File: config.mk
export PLATFORM = sky130hd
export DESIGN_NAME = uto_top
export DESIGN_NICKNAME = d
export VERILOG_FILES = /design/src/hdl/uto_pkg.sv /design/src/hdl/uto_top.sv
export VERILOG_INCLUDE_DIRS = /design/src /design/src/hdl
export SDC_FILE = /design/constraint.sdc
export NUM_CORES = 1
export LEC_CHECK = 0
export BUFFER_PORTS_ARGS = -buffer_cell sky130_fd_sc_hd__buf_4
export CELL_PAD_IN_SITES_DETAIL_PLACEMENT = 2
export CELL_PAD_IN_SITES_GLOBAL_PLACEMENT = 2
export CORE_ASPECT_RATIO = 1.5
export CORE_MARGIN = 5
export CORE_UTILIZATION = 38
export DETAILED_ROUTE_END_ITERATION = 10
export GPL_TIMING_DRIVEN = 0
export PLACE_DENSITY_LB_ADDON = 0.08
export SYNTH_ARGS = -nofsm -noshare
export SYNTH_HDL_FRONTEND = slang
export SYNTH_SLANG_ARGS = --single-unit
File: constraint.sdc
create_clock -name mclk -period 5.2 [get_ports mclk]
set_input_delay 0.26 -clock mclk [delete_from_list [all_inputs] [get_ports mclk]]
set_output_delay 0.26 -clock mclk [all_outputs]
set_load 0.005 [all_outputs]
File: src/hdl/uto_regs.svh
// Register offsets, field positions, reset values and counts of the
// serial port test and observe block. Definitions only.
`ifndef UTO_REGS_SVH
`define UTO_REGS_SVH

`define UTO_OFF_IER 8'h04
`define UTO_OFF_FCR 8'h08
`define UTO_OFF_LCR 8'h0C
`define UTO_OFF_MCR 8'h10
`define UTO_OFF_MSR 8'h18
`define UTO_OFF_TMODE 8'h20
`define UTO_OFF_OVR 8'h24
`define UTO_OFF_RAW 8'h28
`define UTO_OFF_SEEN 8'h2C
`define UTO_OFF_OUTLVL 8'h30
`define UTO_OFF_RDYLVL 8'h3C
`define UTO_OFF_DIV 8'h40

`define UTO_IER_PTE_BIT 7
`define UTO_LCR_STICK_BIT 5
`define UTO_MCR_LOOP_BIT 4
`define UTO_MCR_AFE_BIT 5

`define UTO_RST_SEEN 4'h2
`define UTO_RST_OUTLVL 5'h0F
`define UTO_RST_RDYLVL 3'h2
`define UTO_RST_OVR 4'h0
`define UTO_RST_DIV 16'h0000

`define UTO_OVERSAMPLE 16

`endif

File: src/hdl/uto_pkg.sv
// Types shared by the serial port test and observe block.
// Assumes the constants header is included alongside.
package uto_pkg;
  typedef enum logic [1:0] {
    UTO_RESP_OKAY = 2'h0,
    UTO_RESP_SLVERR = 2'h2
  } uto_resp_t;
  // Modem input bit order: [3] carrier, [2] ring, [1] set ready, [0] cts
  typedef logic [3:0] uto_modem_t;
endpackage

File: src/hdl/uto_top.sv
// Test and observe logic of the serial port, with an AXI4-Lite slave.
// Assumes mclk-clocked peers drive the ready and interrupt levels; modem
// pins arrive asynchronously.
`timescale 1ns/1ps
`include "uto_regs.svh"

module uto_top
  import uto_pkg::*;
#(
  parameter int AW = 8
) (
  // Clock and reset
  input wire logic mclk,
  input wire logic reset,
  // AXI4-Lite write
  input wire logic [AW-1:0] s_axi_awaddr,
  input wire logic s_axi_awvalid,
  output logic s_axi_awready,
  input wire logic [31:0] s_axi_wdata,
  input wire logic [3:0] s_axi_wstrb,
  input wire logic s_axi_wvalid,
  output logic s_axi_wready,
  output logic [1:0] s_axi_bresp,
  output logic s_axi_bvalid,
  input wire logic s_axi_bready,
  // AXI4-Lite read
  input wire logic [AW-1:0] s_axi_araddr,
  input wire logic s_axi_arvalid,
  output logic s_axi_arready,
  output logic [31:0] s_axi_rdata,
  output logic [1:0] s_axi_rresp,
  output logic s_axi_rvalid,
  input wire logic s_axi_rready,
  // Modem pins, low is active
  input wire logic [3:0] modem_pin_n,
  output logic request_to_send_n,
  // Levels from the transmit, receive and interrupt logic
  input wire logic transmit_ready_out,
  input wire logic receive_ready_out,
  input wire logic interrupt_out,
  // Controls for the rest of the port
  output logic prog_tx_empty_irq_enable,
  output logic [1:0] tx_trigger_level,
  output logic auto_flow_enable,
  output logic loopback_enable,
  output logic baud_clock_output
);

  // Bus handshake state
  logic awready_q, wready_q, bvalid_q, arready_q, rvalid_q;
  logic aw_have_q, w_have_q;
  logic [AW-1:0] awaddr_q;
  logic [7:0] wdata_q;
  logic wlane_q;
  uto_resp_t bresp_q, rresp_q;
  logic [31:0] rdata_q;
  // Control registers
  logic [7:0] ier_q, lcr_q, mcr_q;
  logic [1:0] trig_q;
  logic test_q;
  uto_modem_t ovr_q;
  logic [15:0] div_q, cnt_q;
  logic baud_q, rts_n_q;
  // Observed state
  uto_modem_t raw_s1_q, raw_s2_q, seen_q, seen_d;
  logic [3:0] flag_q, flag_set;
  logic [4:0] outlvl_q;
  logic [2:0] rdylvl_q;
  logic started_q;

  // Write decode
  wire wr_go = aw_have_q & w_have_q & ~bvalid_q;
  wire [7:0] wa = awaddr_q[7:0];
  wire wa_hi_ok = (awaddr_q >> 8) == '0;
  wire wr_ier = wa_hi_ok & (wa == `UTO_OFF_IER);
  wire wr_fcr = wa_hi_ok & (wa == `UTO_OFF_FCR);
  wire wr_lcr = wa_hi_ok & (wa == `UTO_OFF_LCR);
  wire wr_mcr = wa_hi_ok & (wa == `UTO_OFF_MCR);
  wire wr_tm = wa_hi_ok & (wa == `UTO_OFF_TMODE);
  wire wr_ovr = wa_hi_ok & (wa == `UTO_OFF_OVR);
  wire wr_div = wa_hi_ok & (wa == `UTO_OFF_DIV);
  wire wr_ro = wa_hi_ok & ((wa == `UTO_OFF_MSR) | (wa == `UTO_OFF_RAW) |
    (wa == `UTO_OFF_SEEN) | (wa == `UTO_OFF_OUTLVL) |
    (wa == `UTO_OFF_RDYLVL));
  wire wr_hit = wr_ier | wr_fcr | wr_lcr | wr_mcr | wr_tm | wr_ovr |
    wr_div | wr_ro;
  // Only the low byte lane carries register data
  wire wr_en = wr_go & wlane_q;

  // Read decode
  wire rd_go = s_axi_arvalid & arready_q;
  wire [7:0] ra = s_axi_araddr[7:0];
  wire ra_hi_ok = (s_axi_araddr >> 8) == '0;
  wire loop = mcr_q[`UTO_MCR_LOOP_BIT];
  wire [7:0] msr_view = {loop & ~seen_q[3], loop & ~seen_q[2],
    loop & ~seen_q[1], ~seen_q[0], flag_q};
  wire rd_msr = rd_go & ra_hi_ok & (ra == `UTO_OFF_MSR);
  logic [31:0] rd_mux;
  logic rd_hit;
  always_comb begin
    rd_mux = 32'h0000_0000;
    rd_hit = ra_hi_ok;
    case (ra)
      `UTO_OFF_IER: rd_mux[7:0] = ier_q;
      `UTO_OFF_FCR: rd_mux[5:4] = trig_q;
      `UTO_OFF_LCR: rd_mux[7:0] = lcr_q;
      `UTO_OFF_MCR: rd_mux[7:0] = mcr_q;
      `UTO_OFF_MSR: rd_mux[7:0] = msr_view;
      `UTO_OFF_TMODE: rd_mux[0] = test_q;
      `UTO_OFF_OVR: rd_mux[3:0] = ovr_q;
      `UTO_OFF_RAW: rd_mux[3:0] = raw_s2_q;
      `UTO_OFF_SEEN: rd_mux[3:0] = seen_q;
      `UTO_OFF_OUTLVL: rd_mux[4:0] = outlvl_q;
      `UTO_OFF_RDYLVL: rd_mux[2:0] = rdylvl_q;
      `UTO_OFF_DIV: rd_mux[15:0] = div_q;
      default: rd_hit = 1'b0;
    endcase
    if (!ra_hi_ok) begin
      rd_mux = 32'h0000_0000;
    end
  end

  // Write channel: address and data taken in either order
  always_ff @(posedge mclk or posedge reset) begin
    if (reset) begin
      awready_q <= 1'b1;
      wready_q <= 1'b1;
      aw_have_q <= 1'b0;
      w_have_q <= 1'b0;
      bvalid_q <= 1'b0;
      bresp_q <= UTO_RESP_OKAY;
      awaddr_q <= '0;
      wdata_q <= 8'h00;
      wlane_q <= 1'b0;
    end else begin
      if (s_axi_awvalid && awready_q) begin
        awaddr_q <= s_axi_awaddr;
        aw_have_q <= 1'b1;
        awready_q <= 1'b0;
      end
      if (s_axi_wvalid && wready_q) begin
        wdata_q <= s_axi_wdata[7:0];
        wlane_q <= s_axi_wstrb[0];
        w_have_q <= 1'b1;
        wready_q <= 1'b0;
      end
      if (wr_go) begin
        aw_have_q <= 1'b0;
        w_have_q <= 1'b0;
        bvalid_q <= 1'b1;
        bresp_q <= wr_hit ? UTO_RESP_OKAY : UTO_RESP_SLVERR;
      end else if (bvalid_q && s_axi_bready) begin
        bvalid_q <= 1'b0;
        awready_q <= 1'b1;
        wready_q <= 1'b1;
      end
    end
  end

  // Read channel: answer one cycle after the address is taken
  always_ff @(posedge mclk or posedge reset) begin
    if (reset) begin
      arready_q <= 1'b1;
      rvalid_q <= 1'b0;
      rdata_q <= 32'h0000_0000;
      rresp_q <= UTO_RESP_OKAY;
    end else if (rd_go) begin
      arready_q <= 1'b0;
      rvalid_q <= 1'b1;
      rdata_q <= rd_mux;
      rresp_q <= rd_hit ? UTO_RESP_OKAY : UTO_RESP_SLVERR;
    end else if (rvalid_q && s_axi_rready) begin
      rvalid_q <= 1'b0;
      arready_q <= 1'b1;
    end
  end

  // Control registers
  always_ff @(posedge mclk or posedge reset) begin
    if (reset) begin
      ier_q <= 8'h00;
      trig_q <= 2'h0;
      lcr_q <= 8'h00;
      mcr_q <= 8'h00;
      test_q <= 1'b0;
      ovr_q <= `UTO_RST_OVR;
      div_q <= `UTO_RST_DIV;
    end else if (wr_en) begin
      if (wr_ier) ier_q <= wdata_q;
      if (wr_fcr) trig_q <= wdata_q[5:4];
      // Stick parity is not built, so its bit is held at zero
      if (wr_lcr) lcr_q <= wdata_q & ~(8'h01 << `UTO_LCR_STICK_BIT);
      if (wr_mcr) mcr_q <= {2'h0, wdata_q[5:0]};
      if (wr_tm) test_q <= wdata_q[0];
      if (wr_ovr) ovr_q <= wdata_q[3:0];
      // Divisor is source clock / bit rate / 16; a write sets only the low half
      if (wr_div) div_q[7:0] <= wdata_q;
    end else if (wr_go && wr_div && s_axi_wstrb[1]) begin
      div_q <= div_q;
    end
  end

  // Pin synchroniser; only the second stage is looked at
  always_ff @(posedge mclk or posedge reset) begin
    if (reset) begin
      raw_s1_q <= 4'hF;
      raw_s2_q <= 4'hF;
    end else begin
      raw_s1_q <= modem_pin_n;
      raw_s2_q <= raw_s1_q;
    end
  end

  // Test mode replaces the pins; loopback then ties inputs to outputs
  wire [3:0] pin_eff = test_q ? ovr_q : raw_s2_q;
  assign seen_d = loop ? {~mcr_q[3], ~mcr_q[2], ~mcr_q[0], ~mcr_q[1]}
    : pin_eff;
  // Change flags other than cts only move in loopback
  assign flag_set = {loop & (seen_d[3] ^ seen_q[3]),
    loop & seen_d[2] & ~seen_q[2], loop & (seen_d[1] ^ seen_q[1]),
    seen_d[0] ^ seen_q[0]};
  // Seen resets to a value that idle pins do not show, so the first edge
  // after reset would look like a change; it is not taken as one
  wire [3:0] flag_gated = started_q ? flag_set : 4'h0;

  always_ff @(posedge mclk or posedge reset) begin
    if (reset) begin
      seen_q <= `UTO_RST_SEEN;
      flag_q <= 4'h0;
      started_q <= 1'b0;
    end else begin
      seen_q <= seen_d;
      started_q <= 1'b1;
      // A change in the read cycle is kept: set beats the read clear
      flag_q <= (rd_msr ? 4'h0 : flag_q) | flag_gated;
    end
  end

  // Baud clock: one pulse per divisor count; zero stops it
  // Only the low divisor byte is writable, which limits the slowest rate
  always_ff @(posedge mclk or posedge reset) begin
    if (reset) begin
      cnt_q <= 16'h0000;
      baud_q <= 1'b0;
    end else if (div_q == 16'h0000) begin
      cnt_q <= 16'h0000;
      baud_q <= 1'b0;
    end else if (cnt_q >= div_q - 16'h0001) begin
      cnt_q <= 16'h0000;
      baud_q <= 1'b1;
    end else begin
      cnt_q <= cnt_q + 16'h0001;
      baud_q <= 1'b0;
    end
  end

  // Level mirrors and outputs; rts pin goes idle in loopback
  always_ff @(posedge mclk or posedge reset) begin
    if (reset) begin
      outlvl_q <= `UTO_RST_OUTLVL;
      rdylvl_q <= `UTO_RST_RDYLVL;
      rts_n_q <= 1'b1;
    end else begin
      outlvl_q <= {baud_q, ~mcr_q[3:0]};
      rdylvl_q <= {transmit_ready_out, receive_ready_out,
        interrupt_out};
      rts_n_q <= loop | ~mcr_q[1];
    end
  end

  assign s_axi_awready = awready_q;
  assign s_axi_wready = wready_q;
  assign s_axi_bvalid = bvalid_q;
  assign s_axi_bresp = bresp_q;
  assign s_axi_arready = arready_q;
  assign s_axi_rvalid = rvalid_q;
  assign s_axi_rdata = rdata_q;
  assign s_axi_rresp = rresp_q;
  assign request_to_send_n = rts_n_q;
  assign prog_tx_empty_irq_enable = ier_q[`UTO_IER_PTE_BIT];
  assign tx_trigger_level = trig_q;
  assign auto_flow_enable = mcr_q[`UTO_MCR_AFE_BIT];
  assign loopback_enable = mcr_q[`UTO_MCR_LOOP_BIT];
  assign baud_clock_output = baud_q;

  a_test_select: assert property (@(posedge mclk) disable iff (reset)
    wr_en && wr_tm |=> test_q == $past(wdata_q[0]))
    else $error("test mode bit not written");
  a_override_seen: assert property (@(posedge mclk)
    disable iff (reset)
    test_q && !loop |=> seen_q == $past(ovr_q))
    else $error("override not seen in test mode");
  a_raw_read: assert property (@(posedge mclk) disable iff (reset)
    rd_go && ra_hi_ok && ra == `UTO_OFF_RAW |=>
      rvalid_q && rdata_q[3:0] == $past(raw_s2_q))
    else $error("raw read differs from pins");
  // Seen keeps its reset value for one edge, so the check starts after it
  a_normal_follow: assert property (@(posedge mclk)
    disable iff (reset)
    started_q && !test_q && !loop |=> seen_q == $past(raw_s2_q))
    else $error("seen levels differ from raw in normal mode");
  a_out_levels: assert property (@(posedge mclk) disable iff (reset)
    ##1 outlvl_q[3:0] == ~$past(mcr_q[3:0]))
    else $error("output level mirror wrong");
  a_ready_mirror: assert property (@(posedge mclk) disable iff (reset)
    ##2 rdylvl_q == $past({transmit_ready_out, receive_ready_out,
      interrupt_out}, 1))
    else $error("ready level mirror wrong");
  a_loop_only: assert property (@(posedge mclk) disable iff (reset)
    !loop && !flag_q[1] |-> !msr_view[5] ##1 !flag_q[1])
    else $error("set ready status moved outside loopback");
  a_no_stick: assert property (@(posedge mclk) disable iff (reset)
    wr_en && wr_lcr |=> !lcr_q[`UTO_LCR_STICK_BIT])
    else $error("stick parity bit stored");
  a_trig_write: assert property (@(posedge mclk) disable iff (reset)
    wr_en && wr_fcr |=> tx_trigger_level == $past(wdata_q[5:4]))
    else $error("trigger level not stored");
  a_dtr_change: assert property (@(posedge mclk) disable iff (reset)
    loop && seen_d[1] != seen_q[1] |=> flag_q[1])
    else $error("set ready change lost in loopback");
  a_seen_loop: assert property (@(posedge mclk) disable iff (reset)
    loop |=> seen_q[1] == !$past(mcr_q[0]))
    else $error("set ready does not follow terminal ready in loopback");
  a_reset_flags: assert property (@(posedge mclk) disable iff (reset)
    !started_q |=> flag_q == 4'h0)
    else $error("change flag raised by reset");
  a_ovr_write: assert property (@(posedge mclk) disable iff (reset)
    wr_en && wr_ovr |=> ovr_q == $past(wdata_q[3:0]))
    else $error("override bits not stored");

endmodule // uto_top

==> reports/metrics.cfg <==
[global_routing]
groute.layer.met2.usage_pct=40.03
overflow=0
global_route.usage.total_pct=21.09
via_count_of_the_first_global_routing_pass=5329
grt_util_met3_pct=4.498
grt_util_met1_pct=21.33
globalRoute.busiestLayer=met2
antenna_found_initial=0
grt_first_pass_wirelength_um=29400
grt_max_degree=61

[cells_and_area]
instances_no_fill=851
area.growth.synth_to_final_pct=26.76
antenna_cells=0
nNetsFinal=723
final.fill_count=1559
drive_gt1_share_pct=31.90

[synth]
mappedNetlistArea_mm2=0.005803
main_flop_type_after_synthesis=sky130_fd_sc_hd__dfrtp_1
synth_edf_count=0
syn_avg_cell_area_um2=11.01
synth_cell_type_count=59
synth.ff_latch_count=113
postSynth.asyncResetShare_pct=100.0
synth_seq_area_share_pct=49.12
yosys_warnings=0
synthesis.instances=527

[floorplan]
floorplan.io_pins=114
fp.dieH_um=161.4
core_area_mm2=0.01507
floorplan.die_area_mm2=0.01789
die_width_um=110.9
start_util_pct=38.51
site_row_count=55

[timing]
fmax_ghz=0.2823
tightestPinTransition_ns=0.7856
timing_max_transition_violations_final=0
timing.final.hold_violations=21
timing.final.crit_period_ns=3.543
timing.final.ws_setup_ns=1.657
timing.final.setup_violations=0
slew_headroom_pct=47.38
holdWs_ns=-0.01986
rsz0062_at_grt=false
fin_crit_sh_pct=68.13
fin_setup_tns_ns=0
clock_skew_ns=0.008064

[drt]
drcViolationCount=0
detailroute.via_count=4511
first_pass_iters=4
drtAntennaViolNets=0
drt-vias-per-instance=5.301
routed_wirelength_um=18250
mean_routed_wirelength_per_cell_um=21.45
drc_marker_count_from_the_first_detailed_route_iteration=125

[placed_design]
detailedPlace.worstSlack_ns=1.682
place.port_buffers=57
gp_routability_congestion=0.8821
dp_hpwl_um=12900
dp_cells=809

[clocking]
cts_tree=done
worstSkewPairLatency_ns=0.42
worst_setup_hold_path_clk_slew_ns=0.06
cts.htree.levels=4
post_cts_resized=0
cts-buffers-inserted=17
tritoncts_sink_count=113
clock-root-buffer=sky130_fd_sc_hd__clkbuf_16
cts_hold_buffers=10
clockBufferDepth=2
postCtsSetupRepairBufs=0

[pwr]
power.ir.vdd_worst_uv=232.3
p_leak_uw=0.003333
power_density_mw_per_mm2=410.5

[critical_path]
critical_path_required_time_ns=5.47
cp-start-kind=register
critical_path_peak_fanout=10
cp.arrival_ns=3.82
timing.critical_path.to_type=register
timing.setup.critical_path_class=reg2reg
r2r_slack_ns=1.66

[outcome]
failed_checks=negative hold slack
status=finished with violations

[job]
cap_viol_max_count=0

[worst_hold_path]
holdCritPathClass=in2async

-- cells in the mapped netlist, drive strengths merged, types with 2 or more instances --
| cell type | n | area, µm² |
|---|---|---|
| nor4 | 7 | 71.31 |
| nand4 | 10 | 62.56 |
| a32o | 5 | 50.05 |
| conb | 2 | 7.510 |
| nor3 | 30 | 150.1 |
| nand4b | 4 | 35.03 |
| a31oi | 7 | 43.79 |
| a21o | 2 | 15.01 |
| a221oi | 2 | 17.52 |
| o21ai | 15 | 86.34 |
| a21boi | 2 | 15.01 |
| clkbuf | 7 | 26.28 |
| inv | 16 | 60.06 |
| xnor2 | 13 | 113.9 |
| nand2b | 5 | 31.28 |
| buf | 35 | 245.2 |
| nor2b | 10 | 62.56 |
| nor3b | 5 | 48.80 |
| a211oi | 5 | 37.54 |
| a32oi | 4 | 35.03 |
| a21oi | 20 | 100.1 |
| xor2 | 11 | 96.34 |
| ha | 18 | 225.2 |
| a22oi | 5 | 37.54 |
| nor2 | 30 | 115.1 |
| mux2 | 56 | 630.6 |
| nand3 | 17 | 97.60 |
| dfrtp | 95 | 2377 |
| dfstp | 18 | 473.0 |
| nand3b | 6 | 57.56 |
| nand2 | 42 | 157.7 |
| and2 | 3 | 18.77 |
| mux2i | 5 | 50.05 |
-- worst max-delay path, cell delays in order, from the launching register on --
cell and delay [ns]:
sky130_fd_sc_hd__dfrtp_1 0.46, sky130_fd_sc_hd__nor3_1 0.36, sky130_fd_sc_hd__nand4b_1 0.54, sky130_fd_sc_hd__ha_1 0.56, sky130_fd_sc_hd__nand4_1 0.12, sky130_fd_sc_hd__nand2b_1 0.17
sky130_fd_sc_hd__a31oi_1 0.58, sky130_fd_sc_hd__clkbuf_1 0.47, sky130_fd_sc_hd__nor3_1 0.14
-- path summary, 6_finish.rpt --
check                                      start  cells past startpoint                           to
setup / recovery            div_q[2]$_DFFE_PP0P_                      8           cnt_q[8]$_DFF_PP0_
min in group mclk                   s_axi_bready                      2     s_axi_bvalid$_DFFE_PP0P_
max in group asynchronous                  reset                      3  request_to_send_n$_DFF_PP1_
hold / removal                             reset                      2         ier_q[1]$_DFFE_PP0P_
setup reg to reg            div_q[2]$_DFFE_PP0P_                      8           cnt_q[8]$_DFF_PP0_
hold reg to reg            raw_s1_q[3]$_DFF_PP1_                      0        raw_s2_q[3]$_DFF_PP1_
-- sequential cells by signal, indices dropped and copies added, names as in the netlist, 2 cells and up --
name / count
ier_q: 8
seen_q: 4
rdylvl_q: 3
outlvl_q: 5
tx_trigger_level: 2
awaddr_q: 8
raw_s1_q: 4
lcr_q: 7
cnt_q: 16
flag_q: 4
wdata_q: 8
div_q: 8
mcr_q: 6
raw_s2_q: 4
s_axi_rdata: 8
ovr_q: 4
-- area by class of cell --
class,instances,area (µm²),share of cell area (%)
plain buffers,42,271.5,3.691
clock buffers,19,442.9,6.021
clock inverters,13,209.0,2.841
inverters,16,62.56,0.8505
multi-input cells,381,2715,36.91
flip-flops and latches,113,2850,38.75
well taps,199,249.0,3.385
repair buffers,68,555.5,7.552
-- where the power goes --
part           switching, µW  internal, µW
clock                    430           863
combinational            256           264
sequential               178          1030
-- layout by cell type (no fill, tap or decap), drive strengths merged, types with 6 or more instances in the layout --
master	netlist	routed
buf	35	93
xor2	11	11
xnor2	13	13
nand3b	6	6
nor3	30	30
nand3	17	17
dfrtp	95	95
ha	18	18
nor2	30	30
inv	16	17
nand2	42	42
nor4	7	7
conb	2	27
a31oi	7	7
nand4	10	10
dlygate4sd3	0	10
dfstp	18	18
nor2b	10	10
a21oi	20	20
o21ai	15	15
clkbuf	7	26
mux2	56	56
-- logic make-up (layout without fill, tap and decap cells) --
family,after synthesis,count (layout),synth area share [%]
and+or+nand+nor,173,173,16.49
buffers and inverters,58,158,5.714
xor gates and xnor gates,24,24,3.622
adders and majority gates,18,18,3.881
AOI/OAI and AO/OA,77,77,8.927
DFF,113,113,49.12
muxes,62,62,12.12
other,2,27,0.1294
-- metal layers --
layer | vias to the layer above | wire (µm)
met5 | - | 0
met1 | 2280 | 6615
met4 | 0 | 802
met2 | 119 | 10190
li1 | 2067 | -
met3 | 45 | 645
-- per-stage QoR --
step	total power [µW]	instance area (µm²)	util, %
floorplan	1487	5897	-
global placement	1685	6574	43.62
detailed placement	1731	6604	43.82
CTS	3053	7356	48.81
global route	3164	7356	48.81
finish	3020	7356	48.81
No activity file was read; power rests on OpenSTA's default activity.
